==> config.mk <==
export PLATFORM = sky130hd
export DESIGN_NAME = hspl_top
export DESIGN_NICKNAME = d
export VERILOG_FILES = /design/src/hdl/hspl_pkg.sv /design/src/hdl/hspl_top.sv /design/src/hdl/hspl_strap_decode.sv /design/src/hdl/hspl_od_pin.sv
export VERILOG_INCLUDE_DIRS = /design/src /design/src/hdl
export SDC_FILE = /design/constraint.sdc
export NUM_CORES = 1
export LEC_CHECK = 0
export ABC_AREA = 1
export BUFFER_PORTS_ARGS = -buffer_cell sky130_fd_sc_hd__buf_2
export CAP_MARGIN = 0
export CELL_PAD_IN_SITES_DETAIL_PLACEMENT = 1
export CELL_PAD_IN_SITES_GLOBAL_PLACEMENT = 1
export CORE_ASPECT_RATIO = 0.75
export CORE_MARGIN = 2
export CORE_UTILIZATION = 34
export CTS_CLUSTER_SIZE = 40
export DETAILED_ROUTE_END_ITERATION = 16
export HOLD_SLACK_MARGIN = 0.02
export PLACE_DENSITY = 0.86
export RECOVER_POWER = 50
export SLEW_MARGIN = 20
export SYNTH_ARGS = -nofsm -noshare
export SYNTH_HDL_FRONTEND = slang
export SYNTH_HIERARCHICAL = 1
export SYNTH_SLANG_ARGS = --single-unit
==> constraint.sdc <==
create_clock -name clk_i -period 1.17 [get_ports clk_i]
set_input_delay 0 -clock clk_i [delete_from_list [all_inputs] [get_ports clk_i]]
set_output_delay 0 -clock clk_i [all_outputs]
set_load 0.05 [all_outputs]
==> src/hdl/hspl_params.svh <==
// hspl_params.svh: constants for the hot-swap status pin logic.
// assumes: included by bare name; defines only.
`ifndef HSPL_PARAMS_SVH
`define HSPL_PARAMS_SVH
// register byte offsets
`define HSPL_OFF_CTRL      8'h00
`define HSPL_OFF_GPO_CFG   8'h04
`define HSPL_OFF_FLT_MASK  8'h08
`define HSPL_OFF_WRN_MASK  8'h0c
`define HSPL_OFF_ALT_MASK  8'h10
`define HSPL_OFF_STATUS    8'h14
`define HSPL_OFF_STRAPS    8'h18
// control register fields
`define HSPL_CTRL_PG_POL   0
`define HSPL_CTRL_G0_LVL   1
`define HSPL_CTRL_G1_LVL   2
`define HSPL_CTRL_G0_PLAIN 3
`define HSPL_CTRL_G1_PLAIN 4
// gpo config fields (two bits per pin)
`define HSPL_CFG_G0_LSB    0
`define HSPL_CFG_G1_LSB    2
`define HSPL_CFG_G2_LSB    4
`define HSPL_CFG_G3_LSB    6
// reset values
`define HSPL_CTRL_RST      32'h0000_0000
`define HSPL_CFG_RST       32'h0000_0004
`define HSPL_MASK_RST      8'hff
// strap address base
`define HSPL_ADDR_BASE     7'h40
`endif

==> src/hdl/hspl_pkg.sv <==
// hspl_pkg.sv: types for the hot-swap status pin logic.
// assumes: nothing beyond the params header.
`default_nettype none
package hspl_pkg;
  // three-level strap reading
  typedef enum logic [1:0] {
    HSPL_STRAP_GND = 2'h0,
    HSPL_STRAP_OPEN = 2'h1,
    HSPL_STRAP_RES = 2'h2
  } hspl_strap_t;
  // general output 0 functions
  typedef enum logic [1:0] {
    HSPL_G0_PLAIN = 2'h0,
    HSPL_G0_FAULT = 2'h1,
    HSPL_G0_ALERT = 2'h2
  } hspl_g0_fn_t;
  // general output 1 functions
  typedef enum logic [1:0] {
    HSPL_G1_PLAIN = 2'h0,
    HSPL_G1_WARN = 2'h1,
    HSPL_G1_LAMP = 2'h2
  } hspl_g1_fn_t;
  // general pin 2 and 3 functions
  typedef enum logic [1:0] {
    HSPL_GX_OFF = 2'h0,
    HSPL_GX_CONN = 2'h1,
    HSPL_GX_ALERT = 2'h2,
    HSPL_GX_BUSEN = 2'h3
  } hspl_gx_fn_t;
endpackage : hspl_pkg
`default_nettype wire

==> src/hdl/hspl_top.sv <==
// hspl_top.sv: pin logic of a hot-swap controller with a Wishbone slave.
// assumes: all inputs synchronous to clk_i; analog comparators and
// fault detectors outside deliver clean levels; the board pulls pins up.
//
// Functional notes
// gate off on supply out of window or any active fault
// undervoltage low or overvoltage high switches transistor off
// power good only when output settled, fully enhanced, no fault
// configuration picks power good active polarity
// general out 0 is plain, fault or alert, open-drain
// fault function drives programmable level on masked faults
// alert pin pulls low on selected faults or warnings
// general out 1 is plain, warning or lamp; warning after reset
// warning function drives programmable level on masked warnings
// lamp function pulls low on masked faults
// connector good, when enabled, permits turn-on only while held low
// general pin 3 as bus enable gates bus traffic; off by default
// host keeps serial clock at or under 1 MHz
// serial data read on one pin, driven on separate open-drain pin
// two address straps decode to one of 16 addresses; the code decodes only 9 (three levels per strap)
// mode straps pick fixed or adaptive; both open means fixed
// startup current setting applies only in adaptive mode
// each output goes through mux, inverter, then open-drain; general pins 2 and 3 have no inverter and only pull low on alert
//
// Design decisions made here: the Wishbone register port and the register offsets.
`default_nettype none
`include "hspl_params.svh"
module hspl_top
  import hspl_pkg::*;
#(
  parameter int FAULTS = 8,
  parameter int WARNS  = 8
) (
  input  wire logic              clk_i,
  input  wire logic              rst_i,
  // wishbone slave
  input  wire logic              cyc_i,
  input  wire logic              stb_i,
  input  wire logic              we_i,
  input  wire logic        [7:0] adr_i,
  input  wire logic        [3:0] sel_i,
  input  wire logic       [31:0] dat_i,
  output logic            [31:0] dat_o,
  output logic                   ack_o,
  // analog comparator and detector levels
  input  wire logic              undervolt_enable_in_i,
  input  wire logic              overvolt_in_i,
  input  wire logic              output_settled_i,
  input  wire logic              gate_enhanced_i,
  input  wire logic [FAULTS-1:0] fault_i,
  input  wire logic  [WARNS-1:0] warn_i,
  input  wire logic              gate_request_i,
  input  wire logic        [3:0] startup_current_set_i,
  // straps
  input  wire logic        [1:0] addr_strap_0_i,
  input  wire logic        [1:0] addr_strap_1_i,
  input  wire logic        [1:0] mode_strap_0_i,
  input  wire logic        [1:0] mode_strap_1_i,
  // serial data, split for isolators
  input  wire logic              serial_data_in_i,
  input  wire logic              serial_data_drive_low_i,
  output logic                   serial_data_in_o,
  output logic                   serial_data_out_oe_n_o,
  output logic                   bus_enable_o,
  // pins and gate
  output logic                   gate_on_o,
  output logic                   power_good_out_oe_n_o,
  output logic                   general_out_0_oe_n_o,
  output logic                   general_out_1_oe_n_o,
  input  wire logic              general_pin_2_i,
  output logic                   general_pin_2_oe_n_o,
  input  wire logic              general_pin_3_i,
  output logic                   general_pin_3_oe_n_o,
  output logic             [6:0] bus_addr_o,
  output logic                   adaptive_mode_o,
  output logic             [3:0] startup_limit_o
);
  // ----------------------------------------------------------------
  // elaboration checks
  // ----------------------------------------------------------------
  if (FAULTS < 1 || FAULTS > 8) begin : g_bad_faults
    $error("FAULTS must be 1 to 8");
  end
  if (WARNS < 1 || WARNS > 8) begin : g_bad_warns
    $error("WARNS must be 1 to 8");
  end

  // ----------------------------------------------------------------
  // registers
  // ----------------------------------------------------------------
  logic [31:0] ctrl_q;
  logic [31:0] cfg_q;
  logic  [7:0] flt_mask_q;
  logic  [7:0] wrn_mask_q;
  logic  [7:0] alt_mask_q;
  logic [31:0] rd_d;
  logic        wb_req;
  logic        wb_wr;
  logic        strap_valid;

  // byte-lane merge of a write
  function automatic logic [31:0] merge(input logic [31:0] old,
                                        input logic [31:0] nw,
                                        input logic [3:0]  sel);
    logic [31:0] r;
    r = old;
    for (int i = 0; i < 4; i++) begin
      if (sel[i]) begin
        r[i*8 +: 8] = nw[i*8 +: 8];
      end
    end
    return r;
  endfunction

  assign wb_req = cyc_i && stb_i && !ack_o;
  assign wb_wr  = wb_req && we_i;

  // bus acknowledge, one cycle after request
  always_ff @(posedge clk_i) begin
    if (rst_i) begin
      ack_o <= 1'b0;
    end else begin
      ack_o <= wb_req;
    end
  end

  // control and configuration writes
  always_ff @(posedge clk_i) begin
    if (rst_i) begin
      ctrl_q     <= `HSPL_CTRL_RST;
      // warning after reset
      cfg_q      <= `HSPL_CFG_RST;
      flt_mask_q <= `HSPL_MASK_RST;
      wrn_mask_q <= `HSPL_MASK_RST;
      alt_mask_q <= `HSPL_MASK_RST;
    end else if (wb_wr) begin
      unique case (adr_i)
        `HSPL_OFF_CTRL:     ctrl_q     <= merge(ctrl_q, dat_i, sel_i);
        `HSPL_OFF_GPO_CFG:  cfg_q      <= merge(cfg_q, dat_i, sel_i);
        `HSPL_OFF_FLT_MASK: flt_mask_q <= sel_i[0] ? dat_i[7:0] : flt_mask_q;
        `HSPL_OFF_WRN_MASK: wrn_mask_q <= sel_i[0] ? dat_i[7:0] : wrn_mask_q;
        `HSPL_OFF_ALT_MASK: alt_mask_q <= sel_i[0] ? dat_i[7:0] : alt_mask_q;
        default: ;
      endcase
    end
  end

  // ----------------------------------------------------------------
  // function selection
  // ----------------------------------------------------------------
  hspl_g0_fn_t g0_fn;
  hspl_g1_fn_t g1_fn;
  hspl_gx_fn_t g2_fn;
  hspl_gx_fn_t g3_fn;
  logic [7:0]  flt_v;
  logic [7:0]  wrn_v;
  logic        any_fault;
  logic        flt_hit;
  logic        wrn_hit;
  logic        alt_hit;
  logic        supply_ok;
  logic        conn_ok;
  logic        g0_assert;
  logic        g0_pol;
  logic        g1_assert;
  logic        g1_pol;
  logic        g3_alert;

  assign g0_fn = hspl_g0_fn_t'(cfg_q[`HSPL_CFG_G0_LSB +: 2]);
  assign g1_fn = hspl_g1_fn_t'(cfg_q[`HSPL_CFG_G1_LSB +: 2]);
  assign g2_fn = hspl_gx_fn_t'(cfg_q[`HSPL_CFG_G2_LSB +: 2]);
  assign g3_fn = hspl_gx_fn_t'(cfg_q[`HSPL_CFG_G3_LSB +: 2]);
  assign flt_v = 8'(fault_i);
  assign wrn_v = 8'(warn_i);

  // raw fault summary and masked event sets
  assign any_fault = |flt_v;
  assign flt_hit   = |(flt_v & flt_mask_q);
  assign wrn_hit   = |(wrn_v & wrn_mask_q);
  // alert on selection
  assign alt_hit   = |({flt_v & alt_mask_q, wrn_v & alt_mask_q});

  // window comparators
  assign supply_ok = undervolt_enable_in_i && !overvolt_in_i;
  // connector held low
  assign conn_ok   = (g2_fn != HSPL_GX_CONN) || !general_pin_2_i;

  // general out 0 function mux
  // three functions
  // programmable fault level
  always_comb begin
    g0_assert = 1'b0;
    g0_pol    = 1'b0;
    unique case (g0_fn)
      HSPL_G0_PLAIN: begin
        g0_assert = ctrl_q[`HSPL_CTRL_G0_PLAIN];
        g0_pol    = 1'b1;
      end
      HSPL_G0_FAULT: begin
        g0_assert = flt_hit;
        g0_pol    = ctrl_q[`HSPL_CTRL_G0_LVL];
      end
      HSPL_G0_ALERT: begin
        g0_assert = alt_hit;
        g0_pol    = 1'b0;
      end
      default: begin
        g0_assert = 1'b0;
        g0_pol    = 1'b0;
      end
    endcase
  end

  // general out 1 function mux
  // programmable warning level
  // lamp pulls low
  always_comb begin
    g1_assert = 1'b0;
    g1_pol    = 1'b0;
    unique case (g1_fn)
      HSPL_G1_PLAIN: begin
        g1_assert = ctrl_q[`HSPL_CTRL_G1_PLAIN];
        g1_pol    = 1'b1;
      end
      HSPL_G1_WARN: begin
        g1_assert = wrn_hit;
        g1_pol    = ctrl_q[`HSPL_CTRL_G1_LVL];
      end
      HSPL_G1_LAMP: begin
        g1_assert = flt_hit;
        g1_pol    = 1'b0;
      end
      default: begin
        g1_assert = 1'b0;
        g1_pol    = 1'b0;
      end
    endcase
  end

  assign g3_alert = (g3_fn == HSPL_GX_ALERT) && alt_hit;

  // ----------------------------------------------------------------
  // gate and power good
  // ----------------------------------------------------------------
  // force gate low
  always_ff @(posedge clk_i) begin
    if (rst_i) begin
      gate_on_o <= 1'b0;
    end else begin
      gate_on_o <= gate_request_i && supply_ok && !any_fault && conn_ok;
    end
  end

  // settled and clean
  // polarity choice
  hspl_od_pin u_pg (
    .clk_i            (clk_i),
    .rst_i            (rst_i),
    .assert_i         (output_settled_i && gate_enhanced_i && !any_fault && gate_on_o),
    .active_high_i    (ctrl_q[`HSPL_CTRL_PG_POL]),
    .drive_low_oe_n_o (power_good_out_oe_n_o)
  );

  // open-drain outputs
  hspl_od_pin u_g0 (
    .clk_i            (clk_i),
    .rst_i            (rst_i),
    .assert_i         (g0_assert),
    .active_high_i    (g0_pol),
    .drive_low_oe_n_o (general_out_0_oe_n_o)
  );

  hspl_od_pin u_g1 (
    .clk_i            (clk_i),
    .rst_i            (rst_i),
    .assert_i         (g1_assert),
    .active_high_i    (g1_pol),
    .drive_low_oe_n_o (general_out_1_oe_n_o)
  );

  // pins 2 and 3: only the alert function drives them
  always_ff @(posedge clk_i) begin
    if (rst_i) begin
      general_pin_2_oe_n_o <= 1'b1;
      general_pin_3_oe_n_o <= 1'b1;
    end else begin
      general_pin_2_oe_n_o <= !((g2_fn == HSPL_GX_ALERT) && alt_hit);
      general_pin_3_oe_n_o <= !g3_alert;
    end
  end

  // ----------------------------------------------------------------
  // serial data and bus enable
  // ----------------------------------------------------------------
  // bus enable pin
  // split data pins
  always_ff @(posedge clk_i) begin
    if (rst_i) begin
      bus_enable_o           <= 1'b1;
      serial_data_in_o       <= 1'b1;
      serial_data_out_oe_n_o <= 1'b1;
    end else begin
      bus_enable_o           <= (g3_fn != HSPL_GX_BUSEN) || general_pin_3_i;
      serial_data_in_o       <= serial_data_in_i;
      serial_data_out_oe_n_o <= !(serial_data_drive_low_i &&
                                  ((g3_fn != HSPL_GX_BUSEN) || general_pin_3_i));
    end
  end

  // ----------------------------------------------------------------
  // straps
  // ----------------------------------------------------------------
  hspl_strap_decode u_strap (
    .clk_i           (clk_i),
    .rst_i           (rst_i),
    .addr_strap_0_i  (addr_strap_0_i),
    .addr_strap_1_i  (addr_strap_1_i),
    .mode_strap_0_i  (mode_strap_0_i),
    .mode_strap_1_i  (mode_strap_1_i),
    .bus_addr_o      (bus_addr_o),
    .adaptive_mode_o (adaptive_mode_o),
    .valid_o         (strap_valid)
  );

  // adaptive only
  always_ff @(posedge clk_i) begin
    if (rst_i) begin
      startup_limit_o <= 4'h0;
    end else begin
      startup_limit_o <= adaptive_mode_o ? startup_current_set_i : 4'h0;
    end
  end

  // ----------------------------------------------------------------
  // read mux
  // ----------------------------------------------------------------
  always_comb begin
    rd_d = 32'h0000_0000;
    unique case (adr_i)
      `HSPL_OFF_CTRL:     rd_d = ctrl_q;
      `HSPL_OFF_GPO_CFG:  rd_d = cfg_q;
      `HSPL_OFF_FLT_MASK: rd_d = {24'h00_0000, flt_mask_q};
      `HSPL_OFF_WRN_MASK: rd_d = {24'h00_0000, wrn_mask_q};
      `HSPL_OFF_ALT_MASK: rd_d = {24'h00_0000, alt_mask_q};
      `HSPL_OFF_STATUS:   rd_d = {16'h0000, wrn_v, flt_v[5:0], supply_ok, gate_on_o};
      `HSPL_OFF_STRAPS:   rd_d = {20'h0_0000, strap_valid, adaptive_mode_o,
                                  3'h0, bus_addr_o};
      default:            rd_d = 32'h0000_0000;
    endcase
  end

  // read data register
  always_ff @(posedge clk_i) begin
    if (rst_i) begin
      dat_o <= 32'h0000_0000;
    end else if (wb_req && !we_i) begin
      dat_o <= rd_d;
    end
  end
endmodule // hspl_top
`default_nettype wire

==> src/hdl/hspl_strap_decode.sv <==
// hspl_strap_decode.sv: turns the four straps into a bus address and mode.
// assumes: strap levels are caught once, by a clocked process after reset.
`default_nettype none
`include "hspl_params.svh"
module hspl_strap_decode
  import hspl_pkg::*;
(
  input  wire logic       clk_i,
  input  wire logic       rst_i,
  input  wire logic [1:0] addr_strap_0_i,
  input  wire logic [1:0] addr_strap_1_i,
  input  wire logic [1:0] mode_strap_0_i,
  input  wire logic [1:0] mode_strap_1_i,
  output logic      [6:0] bus_addr_o,
  output logic            adaptive_mode_o,
  output logic            valid_o
);
  // ----------------------------------------------------------------
  // strap capture
  // ----------------------------------------------------------------
  // map a strap code to 0..2 (illegal code reads as open)
  function automatic logic [1:0] strap_val(input logic [1:0] s);
    return (s == HSPL_STRAP_RES) ? 2'h2 : (s == HSPL_STRAP_GND) ? 2'h0 : 2'h1;
  endfunction

  // nine addresses
  // open selects fixed
  always_ff @(posedge clk_i) begin
    if (rst_i) begin
      bus_addr_o      <= 7'h00;
      adaptive_mode_o <= 1'b0;
      valid_o         <= 1'b0;
    end else if (!valid_o) begin
      bus_addr_o      <= `HSPL_ADDR_BASE | {3'h0, strap_val(addr_strap_1_i),
                                            strap_val(addr_strap_0_i)};
      adaptive_mode_o <= !(mode_strap_0_i == HSPL_STRAP_OPEN &&
                           mode_strap_1_i == HSPL_STRAP_OPEN);
      valid_o         <= 1'b1;
    end
  end
endmodule // hspl_strap_decode
`default_nettype wire

==> src/hdl/hspl_od_pin.sv <==
// hspl_od_pin.sv: polarity inverter and open-drain driver for one pin.
// assumes: the board pulls the pin high when released.
`default_nettype none
module hspl_od_pin (
  input  wire logic clk_i,
  input  wire logic rst_i,
  input  wire logic assert_i,
  input  wire logic active_high_i,
  output logic      drive_low_oe_n_o
);
  // ----------------------------------------------------------------
  // pin driver
  // ----------------------------------------------------------------
  // invert then drive
  always_ff @(posedge clk_i) begin
    if (rst_i) begin
      drive_low_oe_n_o <= 1'b1;
    end else begin
      drive_low_oe_n_o <= !(assert_i ^ active_high_i); // low = pull pin low
    end
  end
endmodule // hspl_od_pin
`default_nettype wire

=== After elaboration in Yosys (flattened, before gate mapping) ===
Cells that the tools add are included.

* Add/subtract/negate cells: 0
* $mul: 0
* Div/mod/pow operators: 0
* Order comparisons: 0
* Equality and inequality tests: 18
* Shifts and indexed selects: 0
* Multiplexer cells: 10
* Bitwise gates (word level): 8
* Reductions and logical operators: 50

{| class="wikitable"
|+ Operator list
! cell !! count
|-
| 32-bit case mux with 7 select lines || 1
|-
| 3-bit AND reduction || 11
|-
| 8-bit AND || 4
|-
| 8-bit by 5-bit == test with 1-bit output (second input constant) || 3
|-
| 8-bit OR reduction || 3
|-
| 8-bit by 4-bit == test with 1-bit output (second input constant) || 2
|-
| 16-bit OR reduction || 1
|-
| 1-bit logical AND || 15
|-
| 2-bit == test (second input constant) || 6
|-
| 1-bit zero test || 12
|-
| 2-bit by 1-bit == test with 1-bit output (second input constant) || 4
|-
| 8-bit by 3-bit == test with 1-bit output (second input constant) || 1
|-
| 2-bit zero test || 4
|-
| 8-bit zero test || 1
|-
| 1-bit case mux with 3 select lines || 2
|-
| 2-bit two-way mux || 2
|-
| 1-bit case mux with 2 select lines || 2
|-
| 1-bit two-way mux || 3
|-
| 1-bit bitwise XOR || 3
|-
| 1-bit logical OR || 2
|-
| 2-bit by 1-bit inequality test with 1-bit output (second input constant) || 1
|-
| 2-bit inequality test (second input constant) || 1
|-
| 2-bit OR reduction || 1
|-
| 1-bit inverter || 1
|}

* Register bits after elaboration: 141
* Latch bits: 0
* RAM bits: 0
* ROM bits: 0
* Input port bits: 86
* Output and inout bits: 54
* Logic and storage cells: 112
* Memories kept: 0

=== Longest topological paths before layout ===
* Depth in word-level cells: 6
* Gate-level depth with buffers: 10
* Mapped depth without buffers: 9

=== Hierarchy ===
Netlist, hierarchy kept.

{| class="wikitable"
|+ Modules (own cells, without submodules)
! module !! instances !! cells each !! area an instance (um^2) !! seq. area each (um^2)
|-
| hspl_top || 1 || 850 || 5,826.8 || 2,622.5
|-
| hspl_strap_decode || 1 || 34 || 261.5 || 140.1
|-
| hspl_od_pin || 3 || 7 || 48.8 || 20.0
|}

=== Least setup slack after synthesis ===
Ideal clock, no wire load.

* Kind: reg2reg
* Start: reg ack_o
* End: reg dat_o[22]
* Library setup time: 0.070 ns
* Arrival time: 1.458 ns
* Required time: 1.100 ns
* Setup slack: -0.359 ns
* Stages on the path, launching flop included: 8
* Buffers on the path: 1
* Clock period less this slack: 1.529 ns
* Path through: dfxtp_1 nor2_2 inv_1 nor2_1 inv_1 clkbuf_1 nand2_1 a21oi_1

* Longest elaborated chain between the ends: 3

{| class="wikitable"
|+ Ends and longest elaborated chain
! element !! RTL line !! RTL
|-
| from (decl) || hspl_top.sv:44 || <nowiki>output logic ack_o,</nowiki>
|-
| from (signal assigned) || hspl_top.sv:123 || <nowiki>ack_o <= wb_req;</nowiki>
|-
| 1-bit zero test || hspl_top.sv:115 || <nowiki>assign wb_req = cyc_i && stb_i && !ack_o;</nowiki>
|-
| 1-bit logical AND || hspl_top.sv:115 ||
|-
| 1-bit logical AND || hspl_top.sv:356 || <nowiki>end else if (wb_req && !we_i) begin</nowiki>
|-
| to (signal assigned) || hspl_top.sv:357 || <nowiki>dat_o <= rd_d;</nowiki>
|-
| to (decl) || hspl_top.sv:43 || <nowiki>output logic [31:0] dat_o,</nowiki>
|}

No other way between the ends.
A chain may end at the register's enable or synchronous reset.

=== Worst setup path after layout ===
* Start: reg ack_o
* End: reg cfg_q[9]

* Longest elaborated chain between the ends: 4

{| class="wikitable"
|+ Ends and longest elaborated chain
! element !! RTL line !! RTL
|-
| 1-bit zero test || hspl_top.sv:115 ||
|-
| 1-bit logical AND || hspl_top.sv:115 ||
|-
| 1-bit logical AND || hspl_top.sv:116 || <nowiki>assign wb_wr = wb_req && we_i;</nowiki>
|-
| 3-bit AND reduction (no source line) || - ||
|-
| to (signal assigned) || hspl_top.sv:132 || <nowiki>cfg_q <= `HSPL_CFG_RST;</nowiki>
|-
| to (signal assigned) || hspl_top.sv:139 || <nowiki>`HSPL_OFF_GPO_CFG: cfg_q <= merge(cfg_q, dat_i, sel_i);</nowiki>
|-
| to (decl) || hspl_top.sv:92 || <nowiki>logic [31:0] cfg_q;</nowiki>
|}

No other way between the ends.

==> results.toml <==
[run_status]
status = "finished, violations left"
failed_checks = "negative setup slack"

[pwr]
p_leak_nw = 4.855
p_comb_share_pct = 11.6
seqPwrFrac_pct = 40.0
p_int_w = 0.008514
power_w = 0.01211
ir_worst_vdd_mv = 1.347
swShare_pct = 29.68
switchingPower_w = 0.003593
power.share.clock_pct = 48.4
power.density_nw_per_um2 = 1140

[flow_run]
cap_viol_max_count = 0

[layout]
fin_area_um2 = 10620
fin_cells = 1438
utilization_pct = 59.60
synthToLayoutAreaGrowth_pct = 70.30
final_cell_mix = "169 x nand2_1, 134 x buf_2, 130 x dfxtp_1"
finalNetCount = 1268
final_common_cell = "nand2_1"
drive_gt1_share_pct = 47.20

[floorplan]
die_area_um2 = 19450
io_pins = 140
start_util_pct = 35.00
core-area_um2 = 17810
fp-row-count = 42
die_w_um = 160.4
fp.dieH_um = 121.3

[setup_path]
path_buf_inv = 3
criticalPathCategory = "flip-flop to flip-flop"
cp.depth = 9
worstSetupStartpointType = "flip-flop"
critPathMaxStageDelay_ns = 0.36
slowest_stage = "dfxtp_4"
critPathArrivalTime_ns = 2.07
reg2regPathDepth = 9
cp.required_ns = 1.50
crit_fanout = 7
cp-end-kind = "flip-flop"
crit_family = "simple AND/OR/NAND/NOR gates"
crit_chain = "nor2_4, buf_12, nand2_8, nor2_4, buf_6, nand2_8, clkinv_8, nor2_2, nor2_1"

[route]
viasPerCell = 6.259
drtAntennaViolNets = 0
route.final.wire_length_mm = 42.54
drc = 0
first_pass_iters = 8
dr_total_vias = 9000
drtIter0Drc = 1232
routedWlPerCell_um = 29.58

[placement]
gp_congestion = 0.8706
portBuffers = 137
dpl.cell_count = 1326
place_area_um2 = 7844
dp_hpwl_mm = 17.11
dp_slack_ns = -0.2431

[min_path]
min-delay-path-class = "primary input to flip-flop"
hold_depth = 3

[timing]
setup_ws_ns = -0.5705
slew_viol_final = 0
finalHoldViolCount = 0
worst_pin_slew_ns = 0.5883
fmax_mhz = 574.5
rsz0062_at_grt = "yes"
setup_violations = 127
fin_crit_sh_pct = 148.8
fin_crit_ns = 1.741
finClkSkew_ns = 0.02297
max-slew-margin-rel_pct = 60.42

[synth]
yosysSeqAreaShare_pct = 45.27
postSynthCellCount = 905
synth.avg_cell_area_um2 = 6.889
yosys_register_bits = 141
ys_types = 33
yosys_warnings = 6
synth_area_um2 = 6235

[grt]
grt_max_degree = 56
overflow = 0
track_usage_pct = 34.35
grt_pass1_wl_mm = 50.60
grt_pass1_vias = 8523
antenna_found_initial = 2

[clock_network]
clk_pin_slew_worst_paths_ns = 0.09
clock_sinks = 141
cts_buffer_depth = 2
insertion_delay_ns = 0.46
cts_htree_levels = 4
cts-root-buf = "clkbuf_16"
cts_buffers = 17
cts_tree = "done"
## cells by family (layout without fill, tap and decap cells)
kind of cell,Yosys count,after routing,synth area share (%)
and+or+nand+nor,530,539,36.60
DFF,141,141,45.27
AOI/OAI and AO/OA,133,133,11.08
buffers and inverters,100,380,6.984
other,1,3,0.06015
## what timing repair did
| item | CTS | global route |
|---|---|---|
| endpoints found under the hold margin | 102 | 1 |
| endpoints found under the setup margin | 119 | 127 |
| cloned | 5 | 8 |
| gates resized for setup | 173 | 276 |
| hold buffers | 53 | 2 |
| pin swaps | 63 | 70 |
| buffers inserted | 7 | 6 |
## final timing paths
path | start | end | slack, ns
max | ack_o | cfg_q[9] | -0.57
min | rst_i | dat_o[1] | 0.08
max reg2reg | ack_o | cfg_q[9] | -0.57
min reg2reg | dat_o[25] | dat_o[25] | 0.46
## sequential cells by signal (all words and copies together) (netlist names), 4 cells and up
register            cells
dat_o                  32
cfg_q                  32
ctrl_q                 32
wrn_mask_q              8
u_strap/bus_addr_o      5
startup_limit_o         4
alt_mask_q              8
flt_mask_q              8
## stage by stage
stage / TNS [ns] / hold WS [ns]
after floorplan: -1.352 / 0.06244
after global placement: -13.69 / 0.1731
after detailed placement: -19.26 / 0.1720
after CTS: -14.24 / -0.01508
after global routing: -41.80 / 0.08049
final: -39.52 / 0.08012
## final cells by class
type | instances | area [um2]
Antenna cell | 1 | 2.502
Clock buffer | 17 | 425.4
Clock inverter | 15 | 166.4
Fill cell | 2109 | 7197
Inverter | 66 | 372.9
Multi-Input combinational cell | 674 | 4249
Sequential cell | 141 | 2841
Tap cell | 242 | 302.8
Timing Repair Buffer | 282 | 2257
## power by group through the flow
stage,Sequential (W),Combinational [W],Clock [W]
CTS,0.00485,0.00109,0.00556
global route,0.00485,0.00142,0.00600
finish,0.00485,0.00140,0.00586
global placement,0.00495,0.000827,0
floorplan,0.00505,0.000315,0
detailed placement,0.00496,0.000850,0
## routing by layer
layer,GRT usage [%],up-vias,part of all wire [%]
met5,0,-,0.038
met1,41.81,4281,36
met4,19.82,2,8.4
li1,-,3491,-
met3,8.339,350,11
met2,55.90,876,44
## worst reg2reg max path: cells and delay by family, from the launching register on
family        cells  cell delay, ns
flops             1            0.36
simple gates      6            0.87
buf+inv           3            0.39
## synth_stat cells
library cell | count | area [um2]
inv_1 | 49 | 183.9
o21ai_0 | 65 | 325.3
o211ai_1 | 1 | 7.510
inv_2 | 15 | 56.30
or2_2 | 1 | 6.260
o21ai_1 | 5 | 25.02
dfxtp_1 | 141 | 2823
nand2_1 | 262 | 983.4
buf_2 | 11 | 55.05
conb_1 | 1 | 3.750
a221oi_1 | 2 | 17.52
o22ai_1 | 1 | 6.260
inv_4 | 2 | 12.51
nand4_1 | 8 | 50.05
o31ai_1 | 1 | 7.510
nor2_1 | 144 | 540.5
nor2_8 | 1 | 20.02
nor3_1 | 1 | 5.000
a21oi_2 | 1 | 8.760
nor4_1 | 2 | 12.51
nand3_1 | 89 | 445.4
nor2_4 | 5 | 56.30
buf_4 | 5 | 37.54
nand2_2 | 4 | 25.02
a21oi_1 | 55 | 275.3
nand3_4 | 2 | 35.03
nand2_4 | 3 | 33.78
nand3_2 | 5 | 50.05
buf_1 | 1 | 3.750
clkbuf_1 | 14 | 52.55
a22o_1 | 2 | 17.52
nor2_2 | 3 | 18.77
buf_6 | 3 | 33.78
(Power assumes the default switching activity.)
